**config.mk**
```make
export PLATFORM = sky130hd
export DESIGN_NAME = loop_code_ais_detect
export DESIGN_NICKNAME = d
export VERILOG_FILES = /design/src/loop_code_ais_detect_pkg.sv /design/src/loop_code_ais_detect.sv
export VERILOG_INCLUDE_DIRS = /design/src
export SDC_FILE = /design/constraint.sdc
export NUM_CORES = 1
export LEC_CHECK = 0
export ABC_AREA = 1
export BUFFER_PORTS_ARGS = -buffer_cell sky130_fd_sc_hd__buf_2
export CAP_MARGIN = 40
export CORE_ASPECT_RATIO = 0.9
export CORE_UTILIZATION = 25
export CTS_BUF_LIST = sky130_fd_sc_hd__clkbuf_8
export DETAILED_ROUTE_END_ITERATION = 7
export MAX_ROUTING_LAYER = met4
export PLACE_DENSITY_LB_ADDON = 0.2
export RECOVER_POWER = 100
export SETUP_SLACK_MARGIN = 0.3
export SYNTH_ARGS = -nofsm -noshare
export SYNTH_HDL_FRONTEND = slang
export SYNTH_SLANG_ARGS = --single-unit
export TNS_END_PERCENT = 20
```
**constraint.sdc**
```tcl
create_clock -name clk_i -period 7.75 [get_ports clk_i]
set_input_delay 1.9375 -clock clk_i [delete_from_list [all_inputs] [get_ports clk_i]]
set_output_delay 1.9375 -clock clk_i [all_outputs]
set_load 0.01 [all_outputs]
```
**src/loop_code_ais_detect_params.svh**
```systemverilog
`ifndef LOOP_CODE_AIS_DETECT_PARAMS_SVH
`define LOOP_CODE_AIS_DETECT_PARAMS_SVH

// ----------------------------------------------------------------------------
// register indices and byte addresses
// ----------------------------------------------------------------------------
`define LCA_CTRL_IDX       8'h04
`define LCA_STATUS_IDX     8'h05
`define LCA_CTRL_ADDR      8'h10
`define LCA_STATUS_ADDR    8'h14

// ----------------------------------------------------------------------------
// control register fields
// ----------------------------------------------------------------------------
`define LCA_MODE_LO_BIT    0
`define LCA_MODE_HI_BIT    1
`define LCA_LOS_IE_BIT     2
`define LCA_AIS_IE_BIT     3
`define LCA_LOOP_IE_BIT    4
`define LCA_CTRL_RESET     5'h00

// ----------------------------------------------------------------------------
// status register fields
// ----------------------------------------------------------------------------
`define LCA_ST_LOS_BIT     1
`define LCA_ST_AIS_BIT     2
`define LCA_ST_LOOP_BIT    3
`define LCA_STATUS_RESET   8'h00

// ----------------------------------------------------------------------------
// timing
// ----------------------------------------------------------------------------
`define LCA_HOLD_S         5
`define LCA_CLK_HZ         40000000
`define LCA_HOLD_CYC       (`LCA_HOLD_S * `LCA_CLK_HZ)
`define LCA_AIS_ONES       2048
`define LCA_UP_PERIOD      5
`define LCA_DOWN_PERIOD    3

`endif

```
**src/loop_code_ais_detect_pkg.sv**
```systemverilog
package loop_code_ais_detect_pkg;

  typedef enum logic [1:0] {
    ST_OFF     = 2'b00,
    ST_WAIT_UP = 2'b01,
    ST_LOOPED  = 2'b10
  } lc_state_e;

endpackage

```
**src/loop_code_ais_detect.sv**
```systemverilog
`timescale 1ns/1ps
`include "loop_code_ais_detect_params.svh"
`default_nettype none

module loop_code_ais_detect
#(
  parameter int unsigned HOLD_CYCLES = `LCA_HOLD_CYC,
  parameter int unsigned AIS_ONES    = `LCA_AIS_ONES
) (
  input  wire logic        clk_i,
  input  wire logic        rst_i,
  input  wire logic        rx_bit_i,
  input  wire logic        rx_strobe_i,
  input  wire logic        signal_loss_i,
  input  wire logic [7:0]  addr_i,
  input  wire logic [31:0] wdata_i,
  input  wire logic        we_i,
  input  wire logic        re_i,
  output logic      [31:0] rdata_o,
  output logic             remote_loopback_o,
  output logic             loop_code_irq_o,
  output logic             all_ones_alarm_irq_o,
  output logic             signal_loss_irq_o
);
  import loop_code_ais_detect_pkg::*;

  localparam int CW = 28;
  localparam int AW = 16;

  // --------------------------------------------------------------------------
  // elaboration checks
  // --------------------------------------------------------------------------
  if (HOLD_CYCLES < 1 || HOLD_CYCLES >= (1 << CW)) begin : g_hold_chk
    $error("HOLD_CYCLES out of range");
  end
  if (AIS_ONES < 1 || AIS_ONES >= (1 << AW)) begin : g_ais_chk
    $error("AIS_ONES out of range");
  end

  localparam logic [CW-1:0] HOLD_MAX = CW'(HOLD_CYCLES);
  localparam logic [AW-1:0] AIS_MAX  = AW'(AIS_ONES);

  // --------------------------------------------------------------------------
  // register bus
  // --------------------------------------------------------------------------
  logic [4:0]  ctrl_q;
  logic [4:0]  ctrl_d;
  logic [31:0] rdata_q;
  logic [31:0] rdata_d;
  logic [7:0]  status;
  logic        loop_status_q;
  logic        ais_status_q;

  logic mode_lo;
  logic mode_hi;
  assign mode_lo = ctrl_q[`LCA_MODE_LO_BIT];
  assign mode_hi = ctrl_q[`LCA_MODE_HI_BIT];

  always_comb begin
    status = `LCA_STATUS_RESET;
    status[`LCA_ST_LOOP_BIT] = loop_status_q;
    status[`LCA_ST_AIS_BIT]  = ais_status_q;
    status[`LCA_ST_LOS_BIT]  = signal_loss_i;
    ctrl_d  = ctrl_q;
    rdata_d = 32'h0000_0000;
    if (we_i && addr_i == `LCA_CTRL_ADDR) begin
      ctrl_d = wdata_i[4:0];
    end
    if (re_i) begin
      case (addr_i)
        `LCA_CTRL_ADDR:   rdata_d = {27'h0000000, ctrl_q};
        `LCA_STATUS_ADDR: rdata_d = {24'h000000, status};
        default:          rdata_d = 32'h0000_0000;
      endcase
    end
  end

  always_ff @(posedge clk_i) begin
    if (rst_i) begin
      ctrl_q  <= `LCA_CTRL_RESET;
      rdata_q <= 32'h0000_0000;
    end else begin
      ctrl_q  <= ctrl_d;
      rdata_q <= rdata_d;
    end
  end

  assign rdata_o = rdata_q;

  // --------------------------------------------------------------------------
  // pattern window
  // --------------------------------------------------------------------------
  // a run of the pattern is exactly one mark in every window of one period,
  // which accepts any phase of the repeating code
  logic [4:0] win_q;
  logic [4:0] win_d;
  logic [2:0] fill_q;
  logic [2:0] fill_d;
  logic       watch_up;
  logic       watch_up_q;
  logic       watch_up_d;
  logic       active;
  logic       active_q;
  logic       active_d;
  logic       present;
  logic       restart;
  logic [2:0] ones5;
  logic [1:0] ones3;
  lc_state_e  state_q;
  lc_state_e  state_d;

  always_comb begin
    ones5 = 3'(win_q[0]) + 3'(win_q[1]) + 3'(win_q[2]) + 3'(win_q[3]) + 3'(win_q[4]);
    ones3 = 2'(win_q[0]) + 2'(win_q[1]) + 2'(win_q[2]);
    active = mode_hi | mode_lo;
    // taken from the registered state: the next state itself depends on the pattern seen
    if (mode_hi && mode_lo) begin
      watch_up = (state_q != ST_LOOPED);
    end else begin
      watch_up = !mode_hi;
    end
    // entering automatic mode starts a fresh measurement, not one left over from manual
    restart = (watch_up != watch_up_q) || (active != active_q) ||
              (mode_hi && mode_lo && state_q == ST_OFF);
    if (watch_up) begin
      present = (fill_q >= 3'(`LCA_UP_PERIOD)) && (ones5 == 3'h1);
    end else begin
      present = (fill_q >= 3'(`LCA_DOWN_PERIOD)) && (ones3 == 2'h1);
    end
  end

  always_comb begin
    win_d      = win_q;
    fill_d     = fill_q;
    watch_up_d = watch_up;
    active_d   = active;
    if (restart) begin
      fill_d = 3'h0;
    end else if (rx_strobe_i) begin
      win_d = {win_q[3:0], rx_bit_i};
      if (fill_q < 3'(`LCA_UP_PERIOD)) begin
        fill_d = fill_q + 3'h1;
      end
    end
  end

  always_ff @(posedge clk_i) begin
    if (rst_i) begin
      win_q      <= 5'h00;
      fill_q     <= 3'h0;
      watch_up_q <= 1'b1;
      active_q   <= 1'b0;
    end else begin
      win_q      <= win_d;
      fill_q     <= fill_d;
      watch_up_q <= watch_up_d;
      active_q   <= active_d;
    end
  end

  // --------------------------------------------------------------------------
  // duration counter
  // --------------------------------------------------------------------------
  logic [CW-1:0] dur_q;
  logic [CW-1:0] dur_d;
  logic          held;

  // a stale window must not count right after the watched pattern swaps
  assign held = present && !restart && (dur_q == HOLD_MAX);

  always_comb begin
    dur_d = dur_q;
    if (!present || restart || !active) begin
      dur_d = '0;
    end else if (dur_q != HOLD_MAX) begin
      dur_d = dur_q + CW'(1);
    end
  end

  always_ff @(posedge clk_i) begin
    if (rst_i) begin
      dur_q <= '0;
    end else begin
      dur_q <= dur_d;
    end
  end

  // --------------------------------------------------------------------------
  // loop code status and automatic loopback
  // --------------------------------------------------------------------------
  logic loop_status_d;
  logic loopback_q;
  logic loopback_d;
  logic loop_irq_q;
  logic loop_irq_d;

  always_comb begin
    state_d       = state_q;
    loop_status_d = loop_status_q;
    loopback_d    = loopback_q;
    if (mode_hi && mode_lo) begin
      case (state_q)
        ST_OFF: begin
          state_d       = ST_WAIT_UP;
          loop_status_d = 1'b0;
          loopback_d    = 1'b0;
        end
        ST_WAIT_UP: begin
          if (held) begin
            state_d       = ST_LOOPED;
            loop_status_d = 1'b1;
            loopback_d    = 1'b1;
          end
        end
        ST_LOOPED: begin
          loop_status_d = 1'b1;
          if (held) begin
            state_d       = ST_WAIT_UP;
            loop_status_d = 1'b0;
            loopback_d    = 1'b0;
          end
        end
        default: begin
          state_d = ST_OFF;
        end
      endcase
    end else begin
      state_d    = ST_OFF;
      loopback_d = 1'b0;
      if (active) begin
        // manual modes differ only in which pattern is watched
        loop_status_d = present && (held || loop_status_q);
      end else begin
        loop_status_d = 1'b0;
      end
    end
    loop_irq_d = ctrl_q[`LCA_LOOP_IE_BIT] && (loop_status_d != loop_status_q);
  end

  always_ff @(posedge clk_i) begin
    if (rst_i) begin
      state_q       <= ST_OFF;
      loop_status_q <= 1'b0;
      loopback_q    <= 1'b0;
      loop_irq_q    <= 1'b0;
    end else begin
      state_q       <= state_d;
      loop_status_q <= loop_status_d;
      loopback_q    <= loopback_d;
      loop_irq_q    <= loop_irq_d;
    end
  end

  assign remote_loopback_o = loopback_q;
  assign loop_code_irq_o   = loop_irq_q;

  // --------------------------------------------------------------------------
  // all-ones alarm and signal loss
  // --------------------------------------------------------------------------
  // the alarm status is meaningful only with the framer bypassed; software
  // otherwise reads the framer's own alarm state
  logic [AW-1:0] ones_q;
  logic [AW-1:0] ones_d;
  logic          ais_status_d;
  logic          ais_irq_q;
  logic          ais_irq_d;
  logic          los_q;
  logic          los_irq_q;
  logic          los_irq_d;

  always_comb begin
    ones_d       = ones_q;
    ais_status_d = ais_status_q;
    if (rx_strobe_i) begin
      if (!rx_bit_i) begin
        ones_d       = '0;
        ais_status_d = 1'b0;
      end else if (ones_q != AIS_MAX) begin
        ones_d = ones_q + AW'(1);
      end
      if (rx_bit_i && ones_q >= AIS_MAX - AW'(1)) begin
        ais_status_d = 1'b1;
      end
    end
    ais_irq_d = ctrl_q[`LCA_AIS_IE_BIT] && (ais_status_d != ais_status_q);
    los_irq_d = ctrl_q[`LCA_LOS_IE_BIT] && (signal_loss_i != los_q);
  end

  always_ff @(posedge clk_i) begin
    if (rst_i) begin
      ones_q       <= '0;
      ais_status_q <= 1'b0;
      ais_irq_q    <= 1'b0;
      los_q        <= 1'b0;
      los_irq_q    <= 1'b0;
    end else begin
      ones_q       <= ones_d;
      ais_status_q <= ais_status_d;
      ais_irq_q    <= ais_irq_d;
      los_q        <= signal_loss_i;
      los_irq_q    <= los_irq_d;
    end
  end

  assign all_ones_alarm_irq_o = ais_irq_q;
  assign signal_loss_irq_o    = los_irq_q;

endmodule

`default_nettype wire

```
==> results of run 1 <==
## stage by stage
| stage | area (um^2) | power (uW) | worst slack [ps] |
|---|---|---|---|
| final | 4400 | 693 | 2880 |
| after CTS | 4480 | 711 | 4670 |
| after global placement | 4310 | 432 | 4310 |
| after global routing | 4400 | 732 | 2440 |
| after floorplan | 4150 | 430 | 4720 |
| after detailed placement | 4310 | 433 | 4280 |
## cells in the final DEF (no fill, tap or decap), types with 4 or more instances in the layout
master,n
sky130_fd_sc_hd__nand2_1,104
sky130_fd_sc_hd__inv_1,82
sky130_fd_sc_hd__nor2_1,76
sky130_fd_sc_hd__dfxtp_1,73
sky130_fd_sc_hd__a21oi_1,48
sky130_fd_sc_hd__nand3_1,29
sky130_fd_sc_hd__o21ai_0,28
sky130_fd_sc_hd__conb_1,27
sky130_fd_sc_hd__nor3_1,20
sky130_fd_sc_hd__buf_2,16
sky130_fd_sc_hd__nand4_1,14
sky130_fd_sc_hd__clkbuf_1,12
sky130_fd_sc_hd__clkbuf_8,9
sky130_fd_sc_hd__ha_1,8
sky130_fd_sc_hd__nor2_2,7
sky130_fd_sc_hd__nand2_2,6
sky130_fd_sc_hd__xor2_1,5
sky130_fd_sc_hd__o21a_1,5
sky130_fd_sc_hd__inv_2,4
## layout make-up
class	instances	area [um^2]	share of cell area [%]
clock buffers	9	124	2.81
inverters	87	328	7.45
well taps	202	253	5.74
flip-flops and latches	73	1460	33.2
repair buffers	28	125	2.84
multi-input cells	407	2060	46.9
clock inverters	7	47.5	1.08
## tightest hold or removal path, stage by stage, from the launching register on
cell and delay [ps]:
sky130_fd_sc_hd__dfxtp_1 310, sky130_fd_sc_hd__nand2_1 60, sky130_fd_sc_hd__a21oi_1 50
## flip-flops by register name (all words and copies together), names as in the netlist, 2 cells and up
register  flops
state_q       2
dur_q        28
rdata_o       5
ctrl_q        5
fill_q        3
win_q         5
ones_q       16
## cell usage after synthesis (all sizes together)
master	count	area (um^2)
o21a	5	37.5
conb	1	3.75
xor2	5	43.8
a221oi	2	23.8
nor4	3	33.8
nand4	14	87.6
a31oi	2	12.5
nor2	84	357
nand2	110	438
or2	5	31.3
buf	30	229
fa	3	60.1
dfxtp	73	1460
and3	1	6.26
nand3b	1	7.51
a211oi	2	20.0
clkbuf	1	3.75
o21ai	30	150
inv	87	329
nor3	24	184
ha	8	100
a41oi	1	8.76
a21oi	49	249
nand3	31	173
## routing by layer
metal | GRT usage, % | vias to the layer above | wire length [um]
li1 | - | 1855 | -
met1 | 15.6 | 1546 | 4520
met2 | 16.7 | 75 | 3670
met3 | 1.86 | 10 | 265
met4 | 6.46 | 0 | 167
met5 | - | - | 0
## power by group through the flow
| stage | sequential (uW) | clock [uW] | combinational, uW |
|---|---|---|---|
| after global placement | 390 | 0 | 42.0 |
| after floorplan | 390 | 0 | 40.2 |
| after CTS | 381 | 286 | 43.1 |
| final | 381 | 270 | 41.4 |
| after detailed placement | 390 | 0 | 42.9 |
| after global routing | 382 | 300 | 49.7 |
## cell families (layout without fill, tap and decap cells)
kind of cell / count (synthesis) / after routing / synth area share, %
compound gates: 91 / 91 / 12.4
xor+xnor: 5 / 5 / 1.08
fa+ha+maj: 11 / 11 / 3.95
buf+inv: 118 / 131 / 13.9
flops: 73 / 73 / 36.1
other cells: 1 / 27 / 0.0926
simple gates: 273 / 273 / 32.5
## worst max-delay path by stage
stage | to | slack (ps) | cells past startpoint
6_report | dur_q[9]$_SDFFE_PP0N_ | 2880 | 6
5_1_grt | dur_q[10]$_SDFFE_PP0N_ | 2440 | 7
4_1_cts | dur_q[8]$_SDFFE_PP0N_ | 4670 | 7
3_5_place_dp | dur_q[8]$_SDFFE_PP0N_ | 4280 | 7
3_3_place_gp | dur_q[4]$_SDFFE_PP0N_ | 4310 | 7
2_1_floorplan | ctrl_q[0]$_SDFFE_PP0P_ | 4720 | 7
==> metrics.csv, run 1 <==
metric,value,unit
result of the run,"finished, final reports clean",
Cell variety after synth,44,
Post-CTS Setup Repair Bufs,0,
Max Root-Sink Buffers,2,
number of cells on the worst hold path,2,
clock tree from TritonCTS,built,
Critical Path RT,8000,ps
largest stage delay on the critical path,980,ps
largest clock skew in the final design,12.8,ps
global-route wire length before repair,14.9,mm
type of element capturing the critical path,register,
total of hold buffers inserted after clock tree synthesis,0,
Detailed Routing Iterations Pass 1,5,
length in cells of the worst reg-to-reg path,14,
Avg Vias per Cell,4.29,
proportion of power drawn by flip-flops and latches,55.0,%
Worst Hold Path EP,remote_loopback_o$_SDFFE_PP0P_,
flop and latch count out of synthesis,73,
minimum setup slack among reg-to-reg paths,3340,ps
DRC violations left,0,
static leakage,0.00172,uW
hold crit path type,reg2reg,
endpoint of the lowest-slack register-to-register path,dur_q[9]$_SDFFE_PP0N_,
"Hold Violations, Final",0,
WP buf/inv,3,
design internal power,507,uW
Die W,136,um
Total Neg Setup Slack,0,ps
Slew Limit Headroom,26.0,%
antenna violations before repair,0,
per-cell routed wire length,10.6,um
gr usage total,11.7,%
clock share of power,39.0,%
estimated wirelength of the detail-placed design,6.49,mm
buffer type at the clock tree root,sky130_fd_sc_hd__clkbuf_8,
Post-Layout Cell Count,813,
final-layout fill cell count,1752,
IO Port Bufs,28,
Ys Warns,0,
Critical Path AT,5120,ps
count of nets after finishing,664,
clock-pin slew on the worst setup and hold paths,80,ps
number of violations reported at the end of detailed-routing iteration 0,151,
I/O pin count,83,
placed insts,797,
number of violations of the max-capacitance limit,0,
fraction of the yosys area taken by sequential cells,36.1,%
cell-by-cell trace of the critical path,clkbuf_1 > inv_1 > nand2_1 > nor2_1 > clkinvlp_2 > a221oi_1,
TritonCTS Sinks,73,
Placer Congestion,0.794,
post-route ant nets,0,
switching power as a share of total power,26.8,%
number of global-route vias before repair,3186,
minimum period implied by the final worst setup slack,4870,ps
GR Overflow Total,0,
Mapped Cells,572,
crit start category,primary input,
FP Rows,43,
area of the die,0.0167,mm^2
Critical Path Source,rst_i,
Initial Util,26.0,%
Inserted Clock Buffers,9,
worst slew pin tran,1110,ps
final worst path period share,62.9,%
pin count of the biggest net entering global routing,16,
worst r2r src,win_q[0]$_SDFFE_PP0P_,
worst-case vdd ir drop,0.0808,mV
area of the core,0.0156,mm^2
utilization after layout,28.2,%
power density relative to cell area,158,mW/mm^2
critical path class,in2reg,
sum of routed wire length over all layers,8.62,mm
beginning of the worst hold path,remote_loopback_o$_SDFFE_PP0P_,
later-pin clock latency in the skew report,360,ps
Clock H-tree levels,3,
total count of max-transition violations in the final report,0,
relative contribution of combinational cells to total power,6.0,%
post-synthesis instance area,0.00405,mm^2
Vert. Die Dim,123,um
unrepaired setup endpoints after global routing,false,
Resized Gates After CTS,0,
proportion of layout cells with a drive suffix above 1,10.1,%
"Max FO, Critical Path",15,
family with the most delay on the worst path,buffers and inverters,
Max Fclk,205,MHz
Critical-path top delay cell,sky130_fd_sc_hd__clkinvlp_2,
routed via count,3486,
power spent charging and discharging nets,186,uW
count of final setup violators,0,
antenna cells,0,
Hold WS,465,ps
area delta synth->final,8.65,%
Mean Syn Cell Area,7.08,um^2
Power figures use the tool's default switching activity.
==> inputs of run 2 (changes only) <==
Clock period 7.75 ns to 4.3 ns, I/O delays scaled along.
==> run 2 against run 1 <==
Against the previous run:
- final cell count is the same
- sequential power grew 81%
- power grew 98%
- flip-flop and latch count is the same
- first-iteration DRC count shrank 13%
- critical path depth grew 8
- register-to-register slack lost 1900 ps
- non-clock buffer count is the same
- count of clock-buffer cells in the layout is the same
- die area is the same
==> metrics.csv, run 2 (synthesized netlist as in run 1, its figures left out) <==
metric,value,unit
result of the run,"finished, final reports clean",
Worst Hold Path EP,signal_loss_irq_o$_SDFF_PP0_,
"flip-flop count of the largest register, all copies and words added",28,
biggest registers after layout,"dur_q: 28 flops, ones_q: 16 flops",
gr usage total,12.0,%
I/O pin count,83,
"Max FO, Critical Path",15,
Critical Path RT,4570,ps
Die W,136,um
Resized Gates After CTS,0,
global-route wire length before repair,15.2,mm
sum of routed wire length over all layers,8.75,mm
post-route ant nets,0,
power density relative to cell area,308,mW/mm^2
largest stage delay on the critical path,500,ps
length in cells of the worst reg-to-reg path,14,
pin count of the biggest net entering global routing,16,
utilization after layout,28.6,%
register containing the most flip-flops in the final layout,dur_q,
clock tree from TritonCTS,built,
Critical Path AT,3160,ps
Total Neg Setup Slack,0,ps
number of violations reported at the end of detailed-routing iteration 0,132,
number of global-route vias before repair,3244,
clock-pin slew on the worst setup and hold paths,90,ps
DRC violations left,0,
"commonest non-fill, non-tap cell in the layout",sky130_fd_sc_hd__nand2_1,
antenna violations before repair,0,
family with the most delay on the worst path,adder cells,
total count of max-transition violations in the final report,0,
"Hold Violations, Final",0,
Hold WS,471,ps
hold crit path type,reg2reg,
number of violations of the max-capacitance limit,0,
buffer type at the clock tree root,sky130_fd_sc_hd__clkbuf_8,
Clock H-tree levels,3,
per-cell routed wire length,10.8,um
Slew Limit Headroom,55.0,%
Post-Layout Cell Count,813,
area delta synth->final,10.0,%
beginning of the worst hold path,ctrl_q[2]$_SDFFE_PP0P_,
static leakage,0.00176,uW
critical path class,reg2reg,
minimum setup slack among reg-to-reg paths,1410,ps
area of the die,0.0167,mm^2
crit start category,register,
cell-by-cell trace of the critical path,inv_1 > fa_1 > fa_1 > inv_1 > ha_1 > inv_1 > nand2_1 > nor2_1 > nand3_1 > nand2_1 > nand2_1 > nor2_8 > inv_4 > a221oi_1,
minimum period implied by the final worst setup slack,2890,ps
TritonCTS Sinks,73,
antenna cells,0,
Detailed Routing Iterations Pass 1,4,
Max Root-Sink Buffers,2,
routed via count,3502,
area of the core,0.0156,mm^2
proportion of layout cells with a drive suffix above 1,10.1,%
worst slew pin tran,672,ps
footprint of the multi-input gates,0.00207,mm^2
Critical-path top delay cell,sky130_fd_sc_hd__fa_1,
Avg Vias per Cell,4.31,
worst r2r src,win_q[0]$_SDFFE_PP0P_,
FP Rows,43,
WP buf/inv,4,
number of cells on the worst hold path,2,
IO Port Bufs,28,
later-pin clock latency in the skew report,380,ps
largest clock skew in the final design,9.35,ps
type of element capturing the critical path,register,
Placer Congestion,0.802,
GR Overflow Total,0,
FF/Latch Area,0.00146,mm^2
Initial Util,26.0,%
Vert. Die Dim,123,um
Inserted Clock Buffers,9,
Post-CTS Setup Repair Bufs,0,
final worst path period share,67.1,%
endpoint of the lowest-slack register-to-register path,dur_q[9]$_SDFFE_PP0N_,
highest-count cells in the layout ignoring fill and taps,"105 x sky130_fd_sc_hd__nand2_1, 82 x sky130_fd_sc_hd__inv_1, 76 x sky130_fd_sc_hd__nor2_1",
unrepaired setup endpoints after global routing,false,
count of nets after finishing,664,
estimated wirelength of the detail-placed design,6.60,mm
placed insts,797,
worst-case vdd ir drop,0.125,mV
final-layout fill cell count,1767,
Max Fclk,347,MHz
count of final setup violators,0,
total of hold buffers inserted after clock tree synthesis,0,
-- run 2: power breakdown --
group          internal, uW  leakage (uW)  switching (uW)
Sequential              683      0.000590            5.31
Combinational          24.2       0.00106            51.3
Clock                   326      0.000109             281
-- run 2: how the worst max path moves through the flow --
stage | from | end | slack (ps) | cells past startpoint
finish | win_q[0]$_SDFFE_PP0P_ | dur_q[9]$_SDFFE_PP0N_ | 1410 | 14
global route | win_q[0]$_SDFFE_PP0P_ | dur_q[9]$_SDFFE_PP0N_ | 1080 | 14
CTS | win_q[0]$_SDFFE_PP0P_ | dur_q[15]$_SDFFE_PP0N_ | 1410 | 15
detailed placement | win_q[0]$_SDFFE_PP0P_ | dur_q[15]$_SDFFE_PP0N_ | 1440 | 15
global placement | win_q[0]$_SDFFE_PP0P_ | dur_q[4]$_SDFFE_PP0N_ | 1490 | 15
floorplan | win_q[0]$_SDFFE_PP0P_ | dur_q[9]$_SDFFE_PP0N_ | 1810 | 15
-- run 2: through the flow --
stage | power, uW | setup WS (ps) | area (um^2)
finish | 1370 | 1410 | 4460
global route | 1440 | 1080 | 4460
CTS | 1400 | 1410 | 4530
detailed placement | 782 | 1440 | 4310
global placement | 779 | 1490 | 4310
floorplan | 775 | 1810 | 4150
-- run 2: worst min-delay path, cell delays in order, from the launching register on --
cell	delay, ps
sky130_fd_sc_hd__dfxtp_1	340
sky130_fd_sc_hd__nand2_1	70
sky130_fd_sc_hd__nor2_1	30
-- run 2: per-layer routing --
layer / wire, um / vias to the layer above / global-route usage, %
li1: - / 1856 / -
met4: 165 / 0 / 5.35
met3: 370 / 18 / 3.22
met1: 4500 / 1563 / 15.9
met5: 0 / - / -
met2: 3720 / 65 / 16.9
-- run 2: final cells by class --
type	count	area share [%]
well taps	202	5.67
clock inverters	7	2.13
flip-flops and latches	73	32.8
clock buffers	9	2.78
multi-input cells	407	46.4
repair buffers	28	2.84
inverters	87	7.38
